File: config.mk
export PLATFORM = sky130hd
export DESIGN_NAME = vipu_top
export DESIGN_NICKNAME = d
export VERILOG_FILES = /design/src/design/vipu_pkg.sv /design/src/design/vipu_top.sv
export SDC_FILE = /design/constraint.sdc
export NUM_CORES = 1
export LEC_CHECK = 0
export ABC_AREA = 0
export BUFFER_PORTS_ARGS = -buffer_cell sky130_fd_sc_hd__buf_2
export CAP_MARGIN = 25
export CORE_MARGIN = 10
export CORE_UTILIZATION = 50
export CTS_CLUSTER_SIZE = 25
export DETAILED_ROUTE_END_ITERATION = 7
export PLACE_DENSITY = 0.86
export SLEW_MARGIN = 20
export SYNTH_ARGS = -nofsm -noshare
export SYNTH_HDL_FRONTEND = slang
export SYNTH_SLANG_ARGS = --single-unit
File: constraint.sdc
create_clock -name clk -period 3.1 [get_ports clk]
set_input_delay 0.62 -clock clk [delete_from_list [all_inputs] [get_ports clk]]
set_output_delay 0.62 -clock clk [all_outputs]
set_load 0.02 [all_outputs]
File: src/design/vipu_pkg.sv
// Constants, register map and vector table for the vectored interrupt unit
// Assumes a 32-bit APB slave on a single 125 MHz clock
package vipu_pkg;

  // ****************************************
  // Register byte offsets
  // ****************************************
  localparam logic [7:0] CMN_IE_OFS = 8'h00;
  localparam logic [7:0] CMN_IFG_OFS = 8'h04;
  localparam logic [7:0] PORT_IFG_OFS = 8'h08;
  localparam logic [7:0] PORT_IE_OFS = 8'h0C;
  localparam logic [7:0] PORT_IES_OFS = 8'h10;
  localparam logic [7:0] TP_CTL_OFS = 8'h14;
  localparam logic [7:0] TP_STAT_OFS = 8'h18;
  localparam logic [7:0] CORE_CTL_OFS = 8'h1C;
  localparam logic [7:0] VEC_OFS = 8'h20;
  localparam logic [7:0] IRQ_STAT_OFS = 8'h24;
  localparam logic [7:0] IRQ_MASK_OFS = 8'h28;

  // ****************************************
  // Common flag area bit positions
  // ****************************************
  localparam int WDT_BIT = 0;
  localparam int OF_BIT = 1;
  localparam int P0_BIT = 2;
  localparam int P1_BIT = 3;
  localparam int BT_BIT = 4;
  localparam int CMN_W = 5;

  // ****************************************
  // Vector table and priorities
  // ****************************************
  localparam logic [15:0] VEC_BASE = 16'hFFE0;
  localparam logic [15:0] VEC_TOP = 16'hFFFF;
  localparam logic [3:0] PRI_RESET = 4'hF;
  localparam logic [3:0] PRI_NMI = 4'hE;
  localparam logic [3:0] PRI_P0 = 4'hD;
  localparam logic [3:0] PRI_P1 = 4'hC;
  localparam logic [3:0] PRI_WDT = 4'hA;
  localparam logic [3:0] PRI_TP = 4'h5;
  localparam logic [3:0] PRI_BT = 4'h1;
  localparam logic [3:0] PRI_PORTHI = 4'h0;

  // ****************************************
  // Reset values and misc
  // ****************************************
  localparam logic [31:0] RST_ZERO = 32'h0000_0000;
  localparam logic [31:0] ERR_DATA = 32'hDEAD_0000;
  localparam int EV_W = 3;

  typedef enum logic [1:0] {CORE_RUN, CORE_ACK, CORE_SLEEP} vipu_core_t;

endpackage

File: src/design/vipu_top.sv
// Vectored interrupt priority unit: flags, enables, arbitration, vector fetch
// Assumes an APB master, a core using takeIrq/retIrq, synchronous inputs
//
// Contract
// - Vector words live at FFE0..FFFF, each a 16-bit handler address.
// - Power-up, external reset and watchdog expiry use FFFE, priority 15.
// - NMI and oscillator fault share FFFC, priority 14; fault maskable.
// - Port bit 0 at FFFA priority 13, bit 1 at FFF8 priority 12.
// - Timer/port common request FFEA priority 5, flags in own registers.
// - Split counters: gate, first overflow or second overflow set flag.
// - Cascaded counters: only gate or upper overflow sets flag.
// - Gate event stopping counter with external gate sets flag.
// - Six-bit port flag and enable for bits 2..7; bits 0,1 common.
// - Each port bit has edge interrupt with per-bit edge select.
// - Unassigned flag-area bits hold no storage, read zero.
// - Pending interrupt wakes sleep; return from acknowledge resumes run mode.
`timescale 1ns/1ps
module vipu_top
  import vipu_pkg::*;
(
  input wire logic clk,
  input wire logic rst,
  input wire logic psel,
  input wire logic penable,
  input wire logic pwrite,
  input wire logic [7:0] paddr,
  input wire logic [31:0] pwdata,
  output logic [31:0] prdata,
  output logic pready,
  output logic pslverr,
  input wire logic extResetReq,
  input wire logic wdtExpire,
  input wire logic wdtInterval,
  input wire logic nmiReq,
  input wire logic oscFault,
  input wire logic baseTimerTick,
  input wire logic [7:0] portPins,
  input wire logic tpGate,
  input wire logic tpOvfLow,
  input wire logic tpOvfHigh,
  input wire logic globalIrqEnable,
  input wire logic sleepReq,
  input wire logic takeIrq,
  input wire logic retIrq,
  output logic irqPending,
  output logic [15:0] vectorAddr,
  output logic [3:0] vectorPri,
  output logic coreAwake,
  output logic irq
);

  // ****************************************
  // Decode helper
  // ****************************************
  function automatic logic hit(input logic [7:0] a, input logic [7:0] ofs);
    return a == ofs;
  endfunction

  // ****************************************
  // State
  // ****************************************
  logic [CMN_W-1:0] cmnIe_q, cmnIe_d, cmnIfg_q, cmnIfg_d;
  logic [5:0] portIfg_q, portIfg_d, portIe_q, portIe_d;
  logic [7:0] portIes_q, portIes_d, pinPrev_q, pinPrev_d;
  logic [1:0] tpCtl_q, tpCtl_d;
  logic tpIfg_q, tpIfg_d, tpIe_q, tpIe_d;
  logic [EV_W-1:0] evStat_q, evStat_d, evMask_q, evMask_d;
  logic rstPend_q, rstPend_d;
  logic [15:0] vecRom [16];
  logic [15:0] vecAddr_q, vecAddr_d;
  logic [3:0] vecPri_q, vecPri_d;
  logic pend_q, pend_d, awake_q, awake_d, irq_q, irq_d;
  logic [31:0] rdata_q, rdata_d;
  logic ready_q, ready_d, err_q, err_d;
  vipu_core_t core_q, core_d;
  logic [7:0] edgeHit;
  logic wr, rd, known, wakeEv;

  assign wr = psel && penable && pwrite && !ready_q;
  assign rd = psel && penable && !pwrite && !ready_q;

  // ****************************************
  // Vector table contents
  // ****************************************
  genvar gi;
  generate
    for (gi = 0; gi < 16; gi++)
    begin : g_rom
      // Default handler address: slot base plus slot index times 64
      assign vecRom[gi] = 16'hC000 + 16'(gi * 64);
    end
  endgenerate

  // ****************************************
  // Edge detection per port bit
  // ****************************************
  generate
    for (gi = 0; gi < 8; gi++)
    begin : g_edge
      assign edgeHit[gi] = portIes_q[gi]
        ? (pinPrev_q[gi] && !portPins[gi])
        : (!pinPrev_q[gi] && portPins[gi]);
    end
  endgenerate

  // ****************************************
  // Flag and register next state
  // ****************************************
  always_comb
  begin
    logic tpEv;
    logic [EV_W-1:0] evSet;
    tpEv = 1'b0;
    evSet = '0;
    cmnIe_d = cmnIe_q;
    cmnIfg_d = cmnIfg_q;
    portIfg_d = portIfg_q;
    portIe_d = portIe_q;
    portIes_d = portIes_q;
    tpCtl_d = tpCtl_q;
    tpIfg_d = tpIfg_q;
    tpIe_d = tpIe_q;
    evMask_d = evMask_q;
    evStat_d = evStat_q;
    pinPrev_d = portPins;
    if (wr)
    begin
      if (hit(paddr, CMN_IE_OFS))
        cmnIe_d = pwdata[CMN_W-1:0];
      if (hit(paddr, CMN_IFG_OFS))
        cmnIfg_d = pwdata[CMN_W-1:0];
      if (hit(paddr, PORT_IFG_OFS))
        portIfg_d = pwdata[7:2];
      if (hit(paddr, PORT_IE_OFS))
        portIe_d = pwdata[7:2];
      if (hit(paddr, PORT_IES_OFS))
        portIes_d = pwdata[7:0];
      if (hit(paddr, TP_CTL_OFS))
      begin
        tpCtl_d = pwdata[1:0];
        tpIe_d = pwdata[2];
      end
      if (hit(paddr, TP_STAT_OFS))
        tpIfg_d = pwdata[0];
      if (hit(paddr, IRQ_STAT_OFS))
        evStat_d = evStat_q & ~pwdata[EV_W-1:0];
      if (hit(paddr, IRQ_MASK_OFS))
        evMask_d = pwdata[EV_W-1:0];
    end
    // tpCtl[0]=cascade, tpCtl[1]=external gate selected
    tpEv = (tpCtl_q[1] && tpGate) || tpOvfHigh;
    if (!tpCtl_q[0])
      tpEv = tpEv || tpOvfLow;
    // Hardware sets win over software writes
    if (wdtInterval)
      cmnIfg_d[WDT_BIT] = 1'b1;
    if (oscFault)
      cmnIfg_d[OF_BIT] = 1'b1;
    if (edgeHit[0])
      cmnIfg_d[P0_BIT] = 1'b1;
    if (edgeHit[1])
      cmnIfg_d[P1_BIT] = 1'b1;
    if (baseTimerTick)
      cmnIfg_d[BT_BIT] = 1'b1;
    portIfg_d = portIfg_d | edgeHit[7:2];
    if (tpEv)
      tpIfg_d = 1'b1;
    evSet = {takeIrq && pend_q, retIrq, tpEv};
    evStat_d = evStat_d | evSet;
  end

  // ****************************************
  // Arbitration and core sequence
  // ****************************************
  always_comb
  begin
    logic maskOk;
    maskOk = globalIrqEnable;
    rstPend_d = rstPend_q || extResetReq || wdtExpire;
    pend_d = 1'b1;
    vecPri_d = vecPri_q;
    // Priority order, highest first; empty slots absent
    if (rstPend_q)
      vecPri_d = PRI_RESET;
    else if (nmiReq || (cmnIfg_q[OF_BIT] && cmnIe_q[OF_BIT] && maskOk))
      vecPri_d = PRI_NMI;
    else if (maskOk && cmnIfg_q[P0_BIT] && cmnIe_q[P0_BIT])
      vecPri_d = PRI_P0;
    else if (maskOk && cmnIfg_q[P1_BIT] && cmnIe_q[P1_BIT])
      vecPri_d = PRI_P1;
    else if (maskOk && cmnIfg_q[WDT_BIT] && cmnIe_q[WDT_BIT])
      vecPri_d = PRI_WDT;
    else if (maskOk && tpIfg_q && tpIe_q)
      vecPri_d = PRI_TP;
    else if (maskOk && cmnIfg_q[BT_BIT] && cmnIe_q[BT_BIT])
      vecPri_d = PRI_BT;
    else if (maskOk && |(portIfg_q & portIe_q))
      vecPri_d = PRI_PORTHI;
    else
      pend_d = 1'b0;
    vecAddr_d = vecRom[vecPri_d];
    wakeEv = pend_q;
    core_d = core_q;
    awake_d = awake_q;
    unique case (core_q)
      CORE_RUN:
      begin
        if (takeIrq && pend_q)
          core_d = CORE_ACK;
        else if (sleepReq)
          core_d = CORE_SLEEP;
      end
      CORE_SLEEP:
      begin
        if (wakeEv)
          core_d = CORE_ACK;
      end
      CORE_ACK:
      begin
        if (retIrq)
          core_d = CORE_RUN;
      end
    endcase
    awake_d = core_d != CORE_SLEEP;
    if (takeIrq && pend_q && vecPri_q == PRI_RESET)
      rstPend_d = extResetReq || wdtExpire;
    irq_d = |(evStat_d & evMask_d);
  end

  // ****************************************
  // APB read mux
  // ****************************************
  always_comb
  begin
    rdata_d = RST_ZERO;
    known = 1'b1;
    unique case (paddr)
      CMN_IE_OFS: rdata_d[CMN_W-1:0] = cmnIe_q;
      CMN_IFG_OFS: rdata_d[CMN_W-1:0] = cmnIfg_q;
      PORT_IFG_OFS: rdata_d[7:2] = portIfg_q;
      PORT_IE_OFS: rdata_d[7:2] = portIe_q;
      PORT_IES_OFS: rdata_d[7:0] = portIes_q;
      TP_CTL_OFS: rdata_d[2:0] = {tpIe_q, tpCtl_q};
      TP_STAT_OFS: rdata_d[0] = tpIfg_q;
      CORE_CTL_OFS: rdata_d[1:0] = core_q;
      VEC_OFS: rdata_d = {11'h000, pend_q, vecPri_q, vecAddr_q};
      IRQ_STAT_OFS: rdata_d[EV_W-1:0] = evStat_q;
      IRQ_MASK_OFS: rdata_d[EV_W-1:0] = evMask_q;
      default:
      begin
        known = 1'b0;
        rdata_d = ERR_DATA;
      end
    endcase
    if (!rd)
      rdata_d = prdata;
    ready_d = psel && penable && !ready_q;
    err_d = psel && penable && !ready_q && !known;
  end

  // ****************************************
  // Registers
  // ****************************************
  always_ff @(posedge clk or posedge rst)
  begin
    if (rst)
    begin
      cmnIe_q <= '0;
      cmnIfg_q <= '0;
      portIfg_q <= '0;
      portIe_q <= '0;
      portIes_q <= '0;
      pinPrev_q <= '0;
      tpCtl_q <= '0;
      tpIfg_q <= 1'b0;
      tpIe_q <= 1'b0;
      evStat_q <= '0;
      evMask_q <= '0;
      rstPend_q <= 1'b1;
      vecAddr_q <= '0;
      vecPri_q <= '0;
      pend_q <= 1'b0;
      awake_q <= 1'b1;
      irq_q <= 1'b0;
      core_q <= CORE_RUN;
      prdata <= RST_ZERO;
      ready_q <= 1'b0;
      err_q <= 1'b0;
    end
    else
    begin
      cmnIe_q <= cmnIe_d;
      cmnIfg_q <= cmnIfg_d;
      portIfg_q <= portIfg_d;
      portIe_q <= portIe_d;
      portIes_q <= portIes_d;
      pinPrev_q <= pinPrev_d;
      tpCtl_q <= tpCtl_d;
      tpIfg_q <= tpIfg_d;
      tpIe_q <= tpIe_d;
      evStat_q <= evStat_d;
      evMask_q <= evMask_d;
      rstPend_q <= rstPend_d;
      vecAddr_q <= vecAddr_d;
      vecPri_q <= vecPri_d;
      pend_q <= pend_d;
      awake_q <= awake_d;
      irq_q <= irq_d;
      core_q <= core_d;
      prdata <= rdata_d;
      ready_q <= ready_d;
      err_q <= err_d;
    end
  end

  assign pready = ready_q;
  assign pslverr = err_q;
  assign irqPending = pend_q;
  assign vectorAddr = vecAddr_q;
  assign vectorPri = vecPri_q;
  assign coreAwake = awake_q;
  assign irq = irq_q;
endmodule

==> results of run 1 <==
layout by cell type (no fill, tap or decap), types with 2 or more instances in the layout:
cell	Yosys	routed
a211o_1	3	3
a21oi_1	15	15
a22o_1	4	4
a22oi_1	7	7
a31oi_1	4	4
a32oi_1	2	2
and3_1	4	4
buf_2	6	81
clkbuf_8	0	11
clkinv_4	0	2
clkinvlp_4	0	2
conb_1	2	18
dfrtp_1	76	76
dfstp_2	2	2
ha_1	2	2
inv_1	8	7
inv_2	1	2
mux2_2	23	23
mux2i_1	18	18
mux4_2	2	2
nand2_1	52	52
nand2b_1	3	3
nand3_1	11	11
nand3b_1	3	3
nand4_1	4	4
nor2_1	24	24
nor2_4	2	2
nor2b_1	8	8
nor3_1	4	4
nor4_4	2	2
o211ai_1	11	11
o21a_1	2	2
o21ai_0	15	15
o22ai_1	3	3
o32ai_1	2	2
or2_2	2	2
or4_1	2	2
cell type report:
type | count | area (sq um)
Sequential cell | 78 | 1950
Inverter | 9 | 33.8
Fill cell | 677 | 3250
Tap cell | 102 | 128
Clock buffer | 11 | 151
Multi-Input combinational cell | 273 | 1820
Timing Repair Buffer | 82 | 425
Clock inverter | 5 | 41.3
worst paths after layout:
path / cells past startpoint / end
setup / recovery: 5 / irq$_DFF_PP0_
hold / removal: 1 / pinPrev_q[4]$_DFF_PP0_
setup reg to reg: 5 / cmnIe_q[1]$_DFFE_PP0P_
hold reg to reg: 2 / prdata[17]$_DFFE_PP0P_
max in group asynchronous: 3 / cmnIfg_q[2]$_DFFE_PP0P_
min in group asynchronous: 2 / evMask_q[2]$_DFF_PP0_
logic make-up (layout without fill, tap and decap cells):
kind of cell | count (synthesis) | count (layout) | share of synthesized area, %
AND/OR/NAND/NOR | 132 | 132 | 17.6
buffers and inverters | 52 | 107 | 8.00
other | 2 | 18 | 0.186
AO/OA/AOI/OAI | 77 | 77 | 12.8
flip-flops | 78 | 78 | 48.4
multiplexers | 44 | 44 | 12.4
adder cells (fa/ha/maj) | 2 | 2 | 0.620
sequential cells by signal (all words and copies together), names as in the netlist, 2 cells and up:
signal,cells
cmnIe_q,5
cmnIfg_q,5
core_q,2
evMask_q,3
evStat_q,3
pinPrev_q,8
portIe_q,6
portIes_q,8
portIfg_q,6
prdata,17
tpCtl_q,2
vectorAddr,2
vectorPri,3
power breakdown:
group / total, mW / internal [mW] / leakage [nW] / switching, mW
Clock: 0.721 / 0.340 / 0.0922 / 0.381
Combinational: 0.337 / 0.123 / 1.03 / 0.213
Sequential: 1.10 / 1.06 / 0.926 / 0.0338
Total: 2.15 / 1.52 / 2.05 / 0.629
per-stage QoR:
step | utilization, % | power, mW | setup slack, ps | cell area [sq um] | hold slack [ps]
2_1_floorplan | - | 1.36 | 488 | 4100 | 461
3_3_place_gp | 55.8 | 1.44 | 570 | 4360 | 451
3_5_place_dp | 55.8 | 1.45 | 552 | 4360 | 460
4_1_cts | 58.3 | 2.17 | 940 | 4550 | 374
5_1_grt | 58.3 | 2.26 | 830 | 4550 | 373
6_report | 58.3 | 2.15 | 913 | 4550 | 389
layer usage:
layer,part of all wire (%),vias to the layer above,GRT usage (%)
met2,47,167,26.9
li1,-,1470,-
met5,0,-,0
met1,40,1561,22.4
met4,1.9,0,5.30
met3,11,18,5.50
worst max-delay path: stages:
cell and delay [ps]:
buf_2 170, or4b_4 590, nor4_4 320, mux2_2 400, a221o_1 330
==> impl_results.md, run 1 <==
* Synth warn at 0
* Antenna violations before repair at 0
* Hpwl dp at 8100 um
* DRC errors left at 0
* Finish-stage setup viols at 0
* Core Box Area at slightly below 8000 sq um
* HP Class: input pin to flop
* Worst setup path startpoint: paddr[4]
* CTS Buffer Depth at 2
* Largest net degree at the start of global routing at between 40 and 50
* Synth Flop Type: dfrtp_1
* CP required at between 3000 and 4000 ps
* Post-CTS setup buffers at 0
* Seq/Total Area, Yosys at about half
* Reg2reg setup slack at 1160 ps
* Crit Path Max Fanout at 10
* Antenna cell count at 0
* R2R Path Start: pready$_DFF_PP0_
* Async SR Flop Fraction at 100%
* Crit path capture type: flop
* Lkg Pwr at 2.05 nW
* Hold buffers post-CTS at 0
* Skew final at around 16 ps
* Clk slew on worst S/H paths at ~90 ps
* Fin. Hold Viols at 0
* Num rows at 32
* PD cells at 473 nW/um^2
* CTS sink cnt at between 70 and 80
* Die H at about 110 um
* Area delta synth->final at 12.8%
* Startpoint Class: input pin
* Vias at about 3.2k
* Area leader, netlist: dfrtp_1
* Gpl congestion at 0.899
* Hold path startpoint: portPins[4]
* IO Port Bufs at 81
* H-Tree Depth at 3
* Root buffer cell: clkbuf_8
* First-pass GRT wire length at around 16000 um
* Max cap viols at 0
* Synth unique cells at 59
* Vias in the first global route at approximately 3.1k
* Status: finished clean
* Fin crit share at 70.5%
* Peak supply drop at 0.000356 V
* Post-CTS sizing at 0
* Most frequent cells after synthesis: dfrtp_1 (76), nand2_1 (52), buf_4 (30), nor2_1 (24), mux2_2 (23)
* Initial Util at 51.7%
* Share of post-route cells with drive strength above 1 at 30.6%
* Syn Area/Cell at ~10 sq um
* Gr ovfl total at 0
* Crit path DAT at about 2400 ps
* Mapped Area at a little over 4000 sq um
* Placed insts at between 500 and 600
* Unrepaired setup endpoints after global routing: false
* Fin nets at 521
* CTS tree: yes
* Worst Path Class, Setup: input pin to flop
* Max frequency at 457 MHz
* Post-route ant nets at 0
* DR iter-0 viols at 210
* Post-synth EDFFs at 0
* Final wirelength at around 10000 um
* Detailed-router iteration count before antenna repair at 5
* Die width at 110 um
* Die ar. at 12100 sq um
* Top-level port count at 123
* Slew HR at about 48%
* All-Layer GR Usage at around 17%
* Gate Count Post-Synth at 387
* Ranking of synthesized cells by area: dfrtp_1 (47%), mux2_2 (6.4%), buf_4 (5.6%), nand2_1 (4.8%), mux2i_1 (4.5%)
* Post-DR vias/cell at 5.74
* Final Max Slew Viols at 0
* Total CTS buffers at 9
* Synth top area share at 47.1%
* Drt wl/cell at roughly 19 um
* Slew @ Worst Pin at around 770 ps
* Final Non-Filler Cells at 560
* Final min period at 2190 ps
* Final setup TNS at 0 ps
* Clk Latency, worst-skew pair at 360 ps
* Yosys reg bits at 78
* Count leader, synth: dfrtp_1
Power figures use the tool's default switching activity.
==> run 2, diff against run 1 <==
CORE_UTILIZATION = 47   (was 50)
PLACE_DENSITY = 0.85   (was 0.86)
clock period = 1.94 ns   (was 3.1 ns; I/O delays follow)
==> run 2 against run 1 <==
Sequential share of layout area fell by 3.0 points; critical path depth rose by 2; count of clock-buffer cells in the layout fell by 2; highest routed layer unchanged; die area rose by 5.2%; wire length rose by 4.1%; via count rose by 5.4%; register-to-register slack got worse by 1000 ps; cell area rose by 7.4%; power rose by 71%; critical path type unchanged; utilization rose by 0.63 points; sequential cell count did not move; clock skew fell by 1.5 ps.
==> impl_results.md, run 2 (synthesis results as in run 1) <==
* Multi-input gate area at 1830 sq um
* Slowest CP cell: or4b_4
* Global route hottest layer: met2
* Critical path's largest stage delay at about 550 ps
* FILL cells at about 700
* Die ar. at around 13000 sq um
* Vias in the first global route at ~3.5k
* Register Area at about 2000 sq um
* Hpwl dp at about 8400 um
* Initial Util at between 40 and 50%
* Total CTS buffers at 9
* Placed cell area at between 4000 and 5000 sq um
* Fin nets at approximately 560
* Share of post-route cells with drive strength above 1 at between 30% and 40%
* First-pass GRT wire length at 17400 um
* Met1 Use GR at approximately 20%
* Drt wl/cell at 18.2 um
* DR iter-0 viols at approximately 190
* CTS Buffer Depth at 2
* Startpoint Class: input pin
* All-Layer GR Usage at 16.8%
* Critical Path, Cell by Cell: buf_2 -> or4b_4 -> nor4_4 -> buf_4 -> mux2_4 -> o21a_1 -> a221o_1
* Final Non-Filler Cells at 600
* Commonest non-fill, non-tap cell in the layout: buf_2
* HP Class: input pin to asynchronous set/reset pin
* Largest net degree at the start of global routing at between 70 and 80
* Clk slew on worst S/H paths at 90 ps
* Num rows at 33
* Met3 Resource Use GR at under 10%
* Clk pwr share at between 30% and 40%
* CP delay by family, top: simple AND/OR/NAND/NOR gates
* Final min period at roughly 1900 ps
* P_int at 2.65 mW
* PD cells at 753 nW/um^2
* Most flops, register: prdata
* CP required at roughly 2200 ps
* Fin Hold WS at about 110 ps
* Reg2reg setup slack at between 100 and 150 ps
* Hold buffers post-CTS at 0
* Max cap viols at 0
* Root buffer cell: clkbuf_8
* Met2 usage at between 20% and 30%
* Fin crit share at 98.9%
* Area delta synth->final at 21.2%
* Crit path DAT at roughly 2200 ps
* Final wirelength at roughly 11000 um
* Net switching power at a little over 1 mW
* Max reg flops at 17
* Placed insts at slightly below 600
* Status: finished clean
* Final instance area at about 4900 sq um
* Vias at between 3k and 4k
* Lkg Pwr at roughly 2.3 nW
* Gpl congestion at roughly 0.90
* Final Max Slew Viols at 0
* Layout Utilization at between 50% and 60%
* IO Port Bufs at a little over 80
* Commonest cells after routing, fill and taps aside: buf_2 (81), dfrtp_1 (76), nand2_1 (52)
* Die width at ~110 um
* Post-DR vias/cell at 5.65
* H-Tree Depth at 3
* Sequential Power Share at 47.5%
* Skew final at roughly 14 ps
* CTS tree: yes
* Gr ovfl total at 0
* Detailed-router iteration count before antenna repair at 6
* CTS sink cnt at 78
* Crit path capture type: flop
* Crit Path Max Fanout at 3
* Fin. Hold Viols at 0
* Top-level port count at approximately 120
* Worst Path Class, Setup: input pin to flop
* Antenna cell count at 0
* Max frequency at approximately 520 MHz
* Comb power frac at 15.8%
* DRC errors left at 0
* Largest registers: prdata x17, pinPrev_q x8, portIes_q x8
* Antenna violations before repair at 0
* Finish-stage setup viols at 0
* Die H at around 110 um
* Switching Share at 28.0%
* Worst path bufs/invs at 2
* Peak supply drop at 0.000373 V
* Post-route ant nets at 0
* Core Box Area at around 8300 sq um
* Clk Latency, worst-skew pair at 370 ps
==> run 2: layer usage <==
metal / share of wire [%] / vias up
met1: 40 / 1661
li1: - / 1547
met3: 11 / 20
met4: 2.0 / 0
met2: 47 / 161
met5: 0 / -
==> run 2: layout make-up <==
type                       instances  share of cell area (%)
inverter                           9                   0.767
tap                              105                    2.69
timing repair buffer             119                    14.6
clock buffer                       9                    2.53
sequential                        78                    39.9
multi-input combinational        273                    37.4
clock inverter                     7                    1.99
==> run 2: timing repair <==
item | CTS | global route
gates cloned | 0 | 0
endpoints found under the hold margin | 0 | 0
pin swaps | 1 | 2
gates resized for setup | 0 | 1
setup endpoints to repair | 1 | 7
setup buffers | 0 | 1
==> run 2: worst reg2reg max path: stages, from the launching register on <==
cell,delay (ps)
dfrtp_1,370
nand3b_1,300
nor4_4,200
buf_4,180
mux2_4,310
o21a_1,110
a221o_1,250
==> run 2: power groups by stage <==
stage | Sequential [mW] | Combinational, mW | Clock [mW]
after detailed placement | 1.78 | 0.576 | 0
after global routing | 1.76 | 0.652 | 1.45
final | 1.75 | 0.581 | 1.36
after floorplan | 1.80 | 0.381 | 0
after global placement | 1.78 | 0.555 | 0
after CTS | 1.75 | 0.581 | 1.39
==> run 2: path summary, 6_finish.rpt <==
check	to	depth (start not counted)	startpoint
max reg2reg	irq$_DFF_PP0_	6	pready$_DFF_PP0_
min reg2reg	prdata[4]$_DFFE_PP0P_	2	prdata[4]$_DFFE_PP0P_
min in group clk	pinPrev_q[0]$_DFF_PP0_	1	portPins[0]
min	prdata[9]$_DFFE_PP0P_	3	rst
max in group asynchronous	coreAwake$_DFF_PP1_	3	rst
max	irq$_DFF_PP0_	7	paddr[6]
==> run 2: metrics by stage <==
stage          setup slack (ps)  power (mW)  TNS (ps)
6_report                   20.9        3.69         0
5_1_grt                   -8.78        3.86     -8.78
4_1_cts                    28.6        3.72         0
3_5_place_dp               -245        2.35     -5100
3_3_place_gp               -221        2.33     -4070
2_1_floorplan              -111        2.18      -111
